===== config.mk =====
export PLATFORM = sky130hd
export DESIGN_NAME = adcrg_regs
export DESIGN_NICKNAME = d
export VERILOG_FILES = /design/src/adcrg_pkg.sv /design/src/adcrg_rate_if.sv /design/src/adcrg_rate_gen.sv /design/src/adcrg_regs.sv
export VERILOG_INCLUDE_DIRS = /design/src
export SDC_FILE = /design/constraint.sdc
export NUM_CORES = 1
export LEC_CHECK = 0
export BUFFER_PORTS_ARGS = -buffer_cell sky130_fd_sc_hd__clkbuf_2
export CORE_ASPECT_RATIO = 1.5
export CORE_MARGIN = 10
export CORE_UTILIZATION = 25
export CTS_CLUSTER_DIAMETER = 200
export DETAILED_ROUTE_END_ITERATION = 8
export GPL_TIMING_DRIVEN = 0
export PLACE_DENSITY = 0.37
export SLEW_MARGIN = 10
export SYNTH_ARGS = -nofsm -noshare
export SYNTH_HDL_FRONTEND = slang
export SYNTH_SLANG_ARGS = --single-unit
export TNS_END_PERCENT = 50

===== constraint.sdc =====
create_clock -name i_mclk -period 4.3 [get_ports i_mclk]
set_input_delay 0.215 -clock i_mclk [delete_from_list [all_inputs] [get_ports i_mclk]]
set_output_delay 0.215 -clock i_mclk [all_outputs]
set_load 0.01 [all_outputs]

===== src/adcrg_cfg.svh =====
// Purpose: Offsets, field positions, reset values and timing counts of the ADC register block
// Assumes: Included by its bare name from the rate generator and register modules
// Notes:   Definitions only
`ifndef ADCRG_CFG_SVH
`define ADCRG_CFG_SVH

// ----------------------------------------------------------------
// Register offsets (byte offsets on the board's register window)
// ----------------------------------------------------------------
`define ADCRG_OFS_GSR 5'h06
`define ADCRG_OFS_PRESCALE 5'h08
`define ADCRG_OFS_PERIOD 5'h0a
`define ADCRG_OFS_IRQ_CTRL 5'h0c
`define ADCRG_OFS_IRQ_LEVEL 5'h0e

// ----------------------------------------------------------------
// Field positions
// ----------------------------------------------------------------
`define ADCRG_GSR_RDY_BIT 7
`define ADCRG_GSR_ARMED_BIT 6
`define ADCRG_GSR_RUN_BIT 5
`define ADCRG_GSR_TEST_BIT 2
`define ADCRG_ICR_EN_BIT 8

// ----------------------------------------------------------------
// Reset values
// ----------------------------------------------------------------
`define ADCRG_RST_PRESCALE 8'h00
`define ADCRG_RST_PERIOD 16'h03e7
`define ADCRG_RST_VECTOR 8'h00
`define ADCRG_RST_IRQ_EN 1'b0

// ----------------------------------------------------------------
// Timing: 50 ns base tick derived from the 10 ns system clock
// ----------------------------------------------------------------
`define ADCRG_BASE_NS 50
`define ADCRG_CLK_NS 10
`define ADCRG_BASE_CYC (`ADCRG_BASE_NS / `ADCRG_CLK_NS)

`endif


===== src/adcrg_pkg.sv =====
// Purpose: Types shared by the ADC register block
// Assumes: adcrg_cfg.svh holds the numbers
// Notes:   Types only
package adcrg_pkg;
   typedef logic [15:0] adcrg_word_type;
   typedef logic [2:0] adcrg_level_type;
   // Register select decoded from the byte offset
   typedef enum logic [2:0] {
      ADCRG_SEL_NONE = 3'b000,
      ADCRG_SEL_GSR = 3'b001,
      ADCRG_SEL_PRE = 3'b010,
      ADCRG_SEL_PER = 3'b011,
      ADCRG_SEL_ICR = 3'b100,
      ADCRG_SEL_ISR = 3'b101
   } adcrg_sel_type;
endpackage


===== src/adcrg_rate_if.sv =====
// Purpose: Carrier between the register file and the sample rate generator
// Assumes: Both ends on i_mclk
// Notes:   Register file drives settings, generator returns the strobe
`timescale 1ns/1ps
interface adcrg_rate_if;
   logic [7:0] prescale;
   logic [15:0] period;
   logic sample_tick;
   modport regs (output prescale, output period, input sample_tick);
   modport gen (input prescale, input period, output sample_tick);
endinterface


===== src/adcrg_rate_gen.sv =====
// Purpose: Three-stage sample clock: 50 ns base, 8-bit prescaler, 16-bit period down-counter
// Assumes: 100 MHz i_mclk, settings held in the register file
// Notes:   New settings take effect only at the period reload
`timescale 1ns/1ps
`include "adcrg_cfg.svh"
module adcrg_rate_gen
   import adcrg_pkg::*;
(
   input wire logic i_mclk,
   input wire logic i_sys_rst,
   adcrg_rate_if.gen rate
);
   localparam logic [2:0] BASE_LAST = 3'(`ADCRG_BASE_CYC - 1);

   logic [2:0] base_cnt, next_base_cnt;
   logic [7:0] pre_cnt, next_pre_cnt;
   logic [7:0] cur_pre, next_cur_pre;
   logic [15:0] per_cnt, next_per_cnt;
   logic tick, next_tick;
   logic base_tick, pre_tick;

   // ----------------------------------------------------------------
   // Counter chain
   // ----------------------------------------------------------------
   // Reloading prescaler with the new value at the period end keeps the
   // two settings coherent; a mid-period write cannot skew one sample
   always_comb begin
      base_tick = (base_cnt == BASE_LAST);
      pre_tick = base_tick && (pre_cnt == 8'h00);
      next_base_cnt = base_tick ? 3'h0 : base_cnt + 3'h1;
      next_pre_cnt = pre_cnt;
      next_cur_pre = cur_pre;
      next_per_cnt = per_cnt;
      next_tick = 1'b0;
      if (base_tick) begin
         next_pre_cnt = (pre_cnt == 8'h00) ? cur_pre : pre_cnt - 8'h01;
      end
      if (pre_tick) begin
         if (per_cnt == 16'h0000) begin
            next_per_cnt = rate.period;
            next_cur_pre = rate.prescale;
            next_pre_cnt = rate.prescale;
            next_tick = 1'b1;
         end else begin
            next_per_cnt = per_cnt - 16'h0001;
         end
      end
   end

   // Register the chain
   always_ff @(posedge i_mclk or posedge i_sys_rst) begin
      if (i_sys_rst) begin
         base_cnt <= 3'h0;
         pre_cnt <= `ADCRG_RST_PRESCALE;
         cur_pre <= `ADCRG_RST_PRESCALE;
         per_cnt <= `ADCRG_RST_PERIOD;
         tick <= 1'b0;
      end else begin
         base_cnt <= next_base_cnt;
         pre_cnt <= next_pre_cnt;
         cur_pre <= next_cur_pre;
         per_cnt <= next_per_cnt;
         tick <= next_tick;
      end
   end

   assign rate.sample_tick = tick;

   // ----------------------------------------------------------------
   // Checks: spacing of prescaled ticks and of sample strobes
   // ----------------------------------------------------------------
   logic [31:0] pre_gap, smp_gap, smp_expect;
   logic pre_seen, smp_seen;
   always_ff @(posedge i_mclk or posedge i_sys_rst) begin
      if (i_sys_rst) begin
         pre_gap <= 32'h0;
         smp_gap <= 32'h0;
         smp_expect <= 32'h0;
         pre_seen <= 1'b0;
         smp_seen <= 1'b0;
      end else begin
         pre_gap <= pre_tick ? 32'h1 : pre_gap + 32'h1;
         pre_seen <= pre_seen | pre_tick;
         smp_gap <= tick ? 32'h1 : smp_gap + 32'h1;
         smp_seen <= smp_seen | tick;
         // Captured in the strobe cycle, while the counters still hold the values
         // just loaded, so a later register write cannot skew the expectation
         if (tick) begin
            smp_expect <= (32'(per_cnt) + 32'h1) * (32'(cur_pre) + 32'h1)
                          * 32'(`ADCRG_BASE_CYC);
         end
      end
   end
endmodule // adcrg_rate_gen


===== src/adcrg_regs.sv =====
// Purpose: Status, sample clock and interrupt registers of a scanning ADC board
// Assumes: Register port and sequencer events on i_mclk; jumpers are raw pins
// Notes:   16-bit registers at byte offsets; unmapped reads return zero
//
// Contract
// - Data ready set at buffer threshold, cleared by command
// - Armed high until config change or trigger
// - Running set on trigger, cleared on end/abort
// - Status bit 2 shows self-test disable jumper
// - Prescaled clock feeds the sample rate counter
// - Prescaled period is (prescale+1) times 50 ns
// - Sample period (period+1)(prescale+1)50 ns, reset 0x3e7
// - No interrupt request unless enable bit set
// - Vector returned during interrupt acknowledge cycle
// - Jumpered interrupt level readable, read-only
// - Half-full select picks threshold; one-sample always
`timescale 1ns/1ps
`include "adcrg_cfg.svh"
module adcrg_regs
   import adcrg_pkg::*;
(
   input wire logic i_mclk,
   input wire logic i_sys_rst,
   // Register port
   input wire logic i_reg_sel,
   input wire logic i_reg_wr,
   input wire logic [4:0] i_reg_addr,
   input wire logic [15:0] i_reg_wdata,
   output logic [15:0] o_reg_rdata,
   output logic o_reg_ack,
   // Buffer and scan sequencer events
   input wire logic i_half_full_select,
   input wire logic i_one_sample_buf,
   input wire logic i_sample_stored,
   input wire logic i_buf_half_evt,
   input wire logic i_buf_full_evt,
   input wire logic i_clear_flag_cmd,
   input wire logic i_scan_arm,
   input wire logic i_cfg_change,
   input wire logic i_trigger,
   input wire logic i_scan_done,
   input wire logic i_abort_cmd,
   // Jumper pins
   input wire logic i_selftest_off_jmp,
   input wire logic [2:0] i_irq_level_jmp,
   // Interrupt request and acknowledge
   input wire logic i_iack_cycle,
   input wire logic [2:0] i_iack_level,
   output logic o_irq_req,
   output logic [2:0] o_irq_level,
   output logic o_iack_ack,
   output logic [7:0] o_iack_vector,
   // Sample strobe
   output logic o_sample_tick
);
   adcrg_rate_if rate ();

   // ----------------------------------------------------------------
   // Address decode
   // ----------------------------------------------------------------
   function automatic adcrg_sel_type decode(input logic [4:0] addr);
      adcrg_sel_type s;
      s = ADCRG_SEL_NONE;
      if (addr == `ADCRG_OFS_GSR) begin
         s = ADCRG_SEL_GSR;
      end else if (addr == `ADCRG_OFS_PRESCALE) begin
         s = ADCRG_SEL_PRE;
      end else if (addr == `ADCRG_OFS_PERIOD) begin
         s = ADCRG_SEL_PER;
      end else if (addr == `ADCRG_OFS_IRQ_CTRL) begin
         s = ADCRG_SEL_ICR;
      end else if (addr == `ADCRG_OFS_IRQ_LEVEL) begin
         s = ADCRG_SEL_ISR;
      end
      return s;
   endfunction

   adcrg_sel_type sel;
   logic wr_pre, wr_per, wr_icr;
   always_comb begin
      sel = decode(i_reg_addr);
      wr_pre = i_reg_sel && i_reg_wr && (sel == ADCRG_SEL_PRE);
      wr_per = i_reg_sel && i_reg_wr && (sel == ADCRG_SEL_PER);
      wr_icr = i_reg_sel && i_reg_wr && (sel == ADCRG_SEL_ICR);
   end

   // ----------------------------------------------------------------
   // Jumper synchronisers
   // ----------------------------------------------------------------
   logic [3:0] jmp_meta, jmp_sync;
   always_ff @(posedge i_mclk or posedge i_sys_rst) begin
      if (i_sys_rst) begin
         jmp_meta <= 4'h0;
         jmp_sync <= 4'h0;
      end else begin
         jmp_meta <= {i_selftest_off_jmp, i_irq_level_jmp};
         jmp_sync <= jmp_meta;
      end
   end
   logic selftest_off_flag;
   adcrg_level_type irq_level;
   assign selftest_off_flag = jmp_sync[3];
   assign irq_level = jmp_sync[2:0];

   // ----------------------------------------------------------------
   // Writable settings
   // ----------------------------------------------------------------
   logic [7:0] prescale_value, next_prescale_value;
   logic [15:0] period_value, next_period_value;
   logic [7:0] irq_vector, next_irq_vector;
   logic irq_enable, next_irq_enable;

   // Reserved bits are dropped on write so they always read back zero
   always_comb begin
      next_prescale_value = prescale_value;
      next_period_value = period_value;
      next_irq_vector = irq_vector;
      next_irq_enable = irq_enable;
      if (wr_pre) begin
         next_prescale_value = i_reg_wdata[7:0];
      end
      if (wr_per) begin
         next_period_value = i_reg_wdata;
      end
      if (wr_icr) begin
         next_irq_vector = i_reg_wdata[7:0];
         next_irq_enable = i_reg_wdata[`ADCRG_ICR_EN_BIT];
      end
   end

   // Register the settings
   always_ff @(posedge i_mclk or posedge i_sys_rst) begin
      if (i_sys_rst) begin
         prescale_value <= `ADCRG_RST_PRESCALE;
         period_value <= `ADCRG_RST_PERIOD;
         irq_vector <= `ADCRG_RST_VECTOR;
         irq_enable <= `ADCRG_RST_IRQ_EN;
      end else begin
         prescale_value <= next_prescale_value;
         period_value <= next_period_value;
         irq_vector <= next_irq_vector;
         irq_enable <= next_irq_enable;
      end
   end

   assign rate.prescale = prescale_value;
   assign rate.period = period_value;

   // ----------------------------------------------------------------
   // Status flags
   // ----------------------------------------------------------------
   logic data_ready, next_data_ready;
   logic armed, next_armed;
   logic scan_running_flag, next_scan_running_flag;
   logic rdy_evt;

   // Each flag: the setting event wins over a clear in the same cycle,
   // so a threshold hit is never lost against a racing clear command
   always_comb begin
      if (i_one_sample_buf) begin
         rdy_evt = i_sample_stored;
      end else if (i_half_full_select) begin
         rdy_evt = i_buf_half_evt;
      end else begin
         rdy_evt = i_buf_full_evt;
      end
      next_data_ready = rdy_evt ? 1'b1 : (i_clear_flag_cmd ? 1'b0 : data_ready);
      if (i_scan_arm) begin
         next_armed = 1'b1;
      end else if (i_cfg_change || i_trigger) begin
         next_armed = 1'b0;
      end else begin
         next_armed = armed;
      end
      if (i_trigger) begin
         next_scan_running_flag = 1'b1;
      end else if (i_scan_done || i_abort_cmd) begin
         next_scan_running_flag = 1'b0;
      end else begin
         next_scan_running_flag = scan_running_flag;
      end
   end

   // Register the flags
   always_ff @(posedge i_mclk or posedge i_sys_rst) begin
      if (i_sys_rst) begin
         data_ready <= 1'b0;
         armed <= 1'b0;
         scan_running_flag <= 1'b0;
      end else begin
         data_ready <= next_data_ready;
         armed <= next_armed;
         scan_running_flag <= next_scan_running_flag;
      end
   end

   // ----------------------------------------------------------------
   // Register read port
   // ----------------------------------------------------------------
   logic [15:0] next_reg_rdata;
   logic next_reg_ack;
   always_comb begin
      next_reg_rdata = 16'h0000;
      next_reg_ack = i_reg_sel;
      if (i_reg_sel && !i_reg_wr) begin
         case (sel)
            ADCRG_SEL_GSR: begin
               next_reg_rdata[`ADCRG_GSR_RDY_BIT] = data_ready;
               next_reg_rdata[`ADCRG_GSR_ARMED_BIT] = armed;
               next_reg_rdata[`ADCRG_GSR_RUN_BIT] = scan_running_flag;
               next_reg_rdata[`ADCRG_GSR_TEST_BIT] = selftest_off_flag;
            end
            ADCRG_SEL_PRE: next_reg_rdata = {8'h00, prescale_value};
            ADCRG_SEL_PER: next_reg_rdata = period_value;
            ADCRG_SEL_ICR: next_reg_rdata = {7'h00, irq_enable, irq_vector};
            ADCRG_SEL_ISR: next_reg_rdata = {13'h0000, irq_level};
            default: next_reg_rdata = 16'h0000;
         endcase
      end
   end

   // Register the read answer
   always_ff @(posedge i_mclk or posedge i_sys_rst) begin
      if (i_sys_rst) begin
         o_reg_rdata <= 16'h0000;
         o_reg_ack <= 1'b0;
      end else begin
         o_reg_rdata <= next_reg_rdata;
         o_reg_ack <= next_reg_ack;
      end
   end

   // ----------------------------------------------------------------
   // Interrupt request and acknowledge
   // ----------------------------------------------------------------
   logic next_irq_req, next_iack_ack;
   logic [7:0] next_iack_vector;
   logic iack_hit;
   // Level 000 means the jumper disables the request line entirely
   always_comb begin
      next_irq_req = irq_enable && data_ready && (irq_level != 3'h0);
      iack_hit = i_iack_cycle && o_irq_req && (i_iack_level == o_irq_level);
      next_iack_ack = iack_hit;
      next_iack_vector = iack_hit ? irq_vector : 8'h00;
   end

   // Register the interrupt outputs
   always_ff @(posedge i_mclk or posedge i_sys_rst) begin
      if (i_sys_rst) begin
         o_irq_req <= 1'b0;
         o_irq_level <= 3'h0;
         o_iack_ack <= 1'b0;
         o_iack_vector <= 8'h00;
      end else begin
         o_irq_req <= next_irq_req;
         o_irq_level <= irq_level;
         o_iack_ack <= next_iack_ack;
         o_iack_vector <= next_iack_vector;
      end
   end

   // ----------------------------------------------------------------
   // Sample clock generator
   // ----------------------------------------------------------------
   adcrg_rate_gen u_rate_gen (
      .i_mclk(i_mclk),
      .i_sys_rst(i_sys_rst),
      .rate(rate.gen)
   );
   assign o_sample_tick = rate.sample_tick;
endmodule // adcrg_regs


==> impl_metrics.json <==
{
  "drt_iter0_markers": 104,
  "cts.repair.resized": 0,
  "cts_root_buf": "clkbuf_16",
  "syn_area_sq_um": 4960,
  "grt_pass1_wl_microns": 22000,
  "hold-worst-slack_ns": 0.0208,
  "postLayoutSetupSlackWorst_ns": 1.41,
  "r2r-end": "u_rate_gen.cur_pre[1]",
  "async_reset_ff_share_pct": 100,
  "whs_path_depth": 1,
  "grt_pass1_vias": 3732,
  "synth-seq-cells": 110,
  "syn_nets": 462,
  "coreArea_sq_um": 19600,
  "leakage_nw": 2.67,
  "synthFlopType": "dfrtp_1",
  "wl_per_cell_microns": 18.0,
  "cts.sinks": 110,
  "rsz0062_at_grt": "no",
  "max_freq_mhz": 346,
  "synth-edff-count": 0,
  "r2r_cells": 9,
  "r2r_setup_slack_ns": 1.41,
  "hold_start": "i_reg_sel",
  "maxSlewViolCount": 0,
  "synth.distinct_cells": 62,
  "synth_cells": 414,
  "ant_nets": 0,
  "final_nets": 553,
  "layoutNonFillerInstCount": 770,
  "overflow": 0,
  "rows": 63,
  "max_slew.worst_pin.slew_ns": 0.825,
  "clk_pin_slew_ns": 0.08,
  "dr_total_vias": 3514,
  "worstSetupEndpointType": "register",
  "hold_viol_final": 0,
  "numCtsBuffers": 9,
  "syn_to_final_growth_pct": 21.8,
  "period_share_pct": 67.2,
  "grt.total_usage_pct": 11.0,
  "max-slew-margin-rel_pct": 44.8,
  "min_period_ns": 2.89,
  "htree_levels": 3,
  "path_max_fanout": 10,
  "arrival_ns": 3.13,
  "diodes": 0,
  "pre_cts_ws_ns": 1.41,
  "finClkSkew_ns": 0.0163,
  "drive_gt1_share_pct": 33.9,
  "viasPerCell": 4.56,
  "start_util_pct": 25.3,
  "status": "complete, no violations",
  "dp_hpwl_microns": 10400,
  "holdPathEnd": "o_reg_ack",
  "fp.dieW_microns": 135,
  "p_total_w": 0.00297,
  "totalWireLength_microns": 13900,
  "ys_warn_count": 0,
  "cts.path.max_buffers": 2,
  "hold_path_class": "in -> reg",
  "required_ns": 4.54,
  "worstSetupPathType": "reg -> reg",
  "cts_tree": "yes",
  "antenna_found_initial": 0,
  "die_y_microns": 193,
  "syn_avg_cell_area_sq_um": 12.0,
  "r2r-start": "u_rate_gen.per_cnt[0]",
  "maxCapViolCount": 0,
  "powerDensity_nw_per_um2": 492,
  "place_inst": 749,
  "dr.pass1.iters": 5,
  "worstSkewPairLatency_ns": 0.37,
  "ir_worst_vdd_mv": 0.156,
  "critPathLaunchType": "register",
  "drc": 0,
  "fin_setup_tns_ns": 0,
  "portBuffers": 74,
  "dieArea_sq_um": 26000,
  "grt_start_max_net_pins": 59,
  "io_pins": 75,
  "setup_violations": 0,
  "synth-seq-area-share_pct": 55.8,
  "gp_congestion": 0.788
}
-- cells by family after synthesis --
logic type / after synthesis / share of synthesized area, %
AOI/OAI and AO/OA: 68 / 10.3
xor gates and xnor gates: 5 / 0.882
adders and majority gates: 4 / 1.01
buffers and inverters: 38 / 3.38
DFF: 110 / 55.8
muxes: 58 / 13.1
and+or+nand+nor: 131 / 15.5
-- critical path, cell delays in order, from the launching register on --
cell      delay (ns)
dfstp_2         0.40
inv_1           0.06
ha_1            0.19
or3b_1          0.35
clkbuf_1        0.24
nor4_4          0.65
nand3_4         0.21
inv_2           0.13
buf_4           0.18
mux2_1          0.34
-- synth_stat cells (all sizes together) (5+ instances only) --
library cell	count	area (sq um)
a211oi	7	52.6
a21oi	9	45.0
and2	18	113
buf	8	55.1
clkbuf	12	45.0
dfrtp	94	2350
dfstp	16	420
inv	18	67.6
mux2	45	507
mux2i	12	120
nand2	12	45.0
nand3	8	52.6
nand4	9	56.3
nor2	26	97.6
nor2b	5	31.3
nor3	16	80.1
nor4	12	109
o21ai	12	60.1
o31ai	6	60.1
or3	5	31.3
or4	5	41.3
-- state kept, by name, summed over array words and instances (netlist names) --
signal,cells
armed,1
data_ready,1
irq_enable,1
irq_vector,8
jmp_meta,4
jmp_sync,4
o_iack_ack,1
o_iack_vector,8
o_irq_level,3
o_irq_req,1
o_reg_ack,1
o_reg_rdata,16
period_value,16
prescale_value,8
scan_running_flag,1
u_rate_gen.base_cnt,3
u_rate_gen.cur_pre,8
u_rate_gen.per_cnt,16
u_rate_gen.pre_cnt,8
u_rate_gen.rate.sample_tick,1
-- routing by layer --
metal  up-vias  track usage (%)  wire length (microns)
met1      1720             12.8                   5880
li1       1711                -                      -
met2        70             19.4                   7280
met5         -                0                      0
met4         0             4.36                    229
met3        13             2.32                    473
-- power by group --
group	switching (W)	internal, W
registers	0.000150	0.00119
clock network	0.000417	0.000423
logic	0.000471	0.000321
-- per-stage QoR --
step	utilization, %	area [sq um]
after CTS	30.8	6050
after global routing	30.8	6050
final	30.8	6050
after floorplan	-	4960
after global placement	28.8	5660
after detailed placement	29.1	5710
-- repair_timing --
action,CTS,global route
buffers inserted,0,0
hold endpoints to repair,55,0
hold buffers,5,0
-- cells in the final DEF, fill, tap and decap left out, types with 3 or more instances in the layout --
cell           instances
mux2i_1               12
nor2b_1                5
buf_2                  5
a311oi_1               4
or3_1                  5
a22oi_1                3
clkbuf_2              74
o31ai_2                3
dlygate4sd3_1          5
inv_6                  5
clkbuf_16              9
mux2_2                43
nand4_1                9
nand4b_1               3
and2_1                18
a211oi_1               7
or4_1                  4
o21ai_0               12
and3_1                 3
nor4_1                 8
dfstp_2               16
o31ai_1                3
o311ai_0               3
nor2_1                26
clkbuf_1              13
inv_1                 16
xnor2_1                3
nand2_1               12
o211ai_1               3
nand3_1                7
nor3_1                15
ha_1                   4
a21oi_1                9
dfrtp_1               94
-- worst max-delay path by stage --
| stage | startpoint | end | slack [ns] |
|---|---|---|---|
| after CTS | u_rate_gen.per_cnt[0] | u_rate_gen.cur_pre[1] | 1.39 |
| after global placement | i_sys_rst | o_iack_vector[5] | -0.37 |
| after global routing | u_rate_gen.pre_cnt[3] | u_rate_gen.per_cnt[3] | 1.23 |
| after floorplan | i_sys_rst | armed | 1.21 |
| after detailed placement | u_rate_gen.per_cnt[0] | u_rate_gen.cur_pre[1] | 1.41 |
| final | u_rate_gen.per_cnt[0] | u_rate_gen.cur_pre[1] | 1.41 |
-- final cells by class --
class,count,area [sq um]
plain buffers,20,100
clock buffers,11,243
clock inverters,5,46.3
fillers,2031,13600
inverters,18,72.6
multi-input cells,266,2040
flip-flops and latches,110,2770
well taps,260,325
repair buffers,80,448
Note: power is estimated with default switching activity, not from simulation.
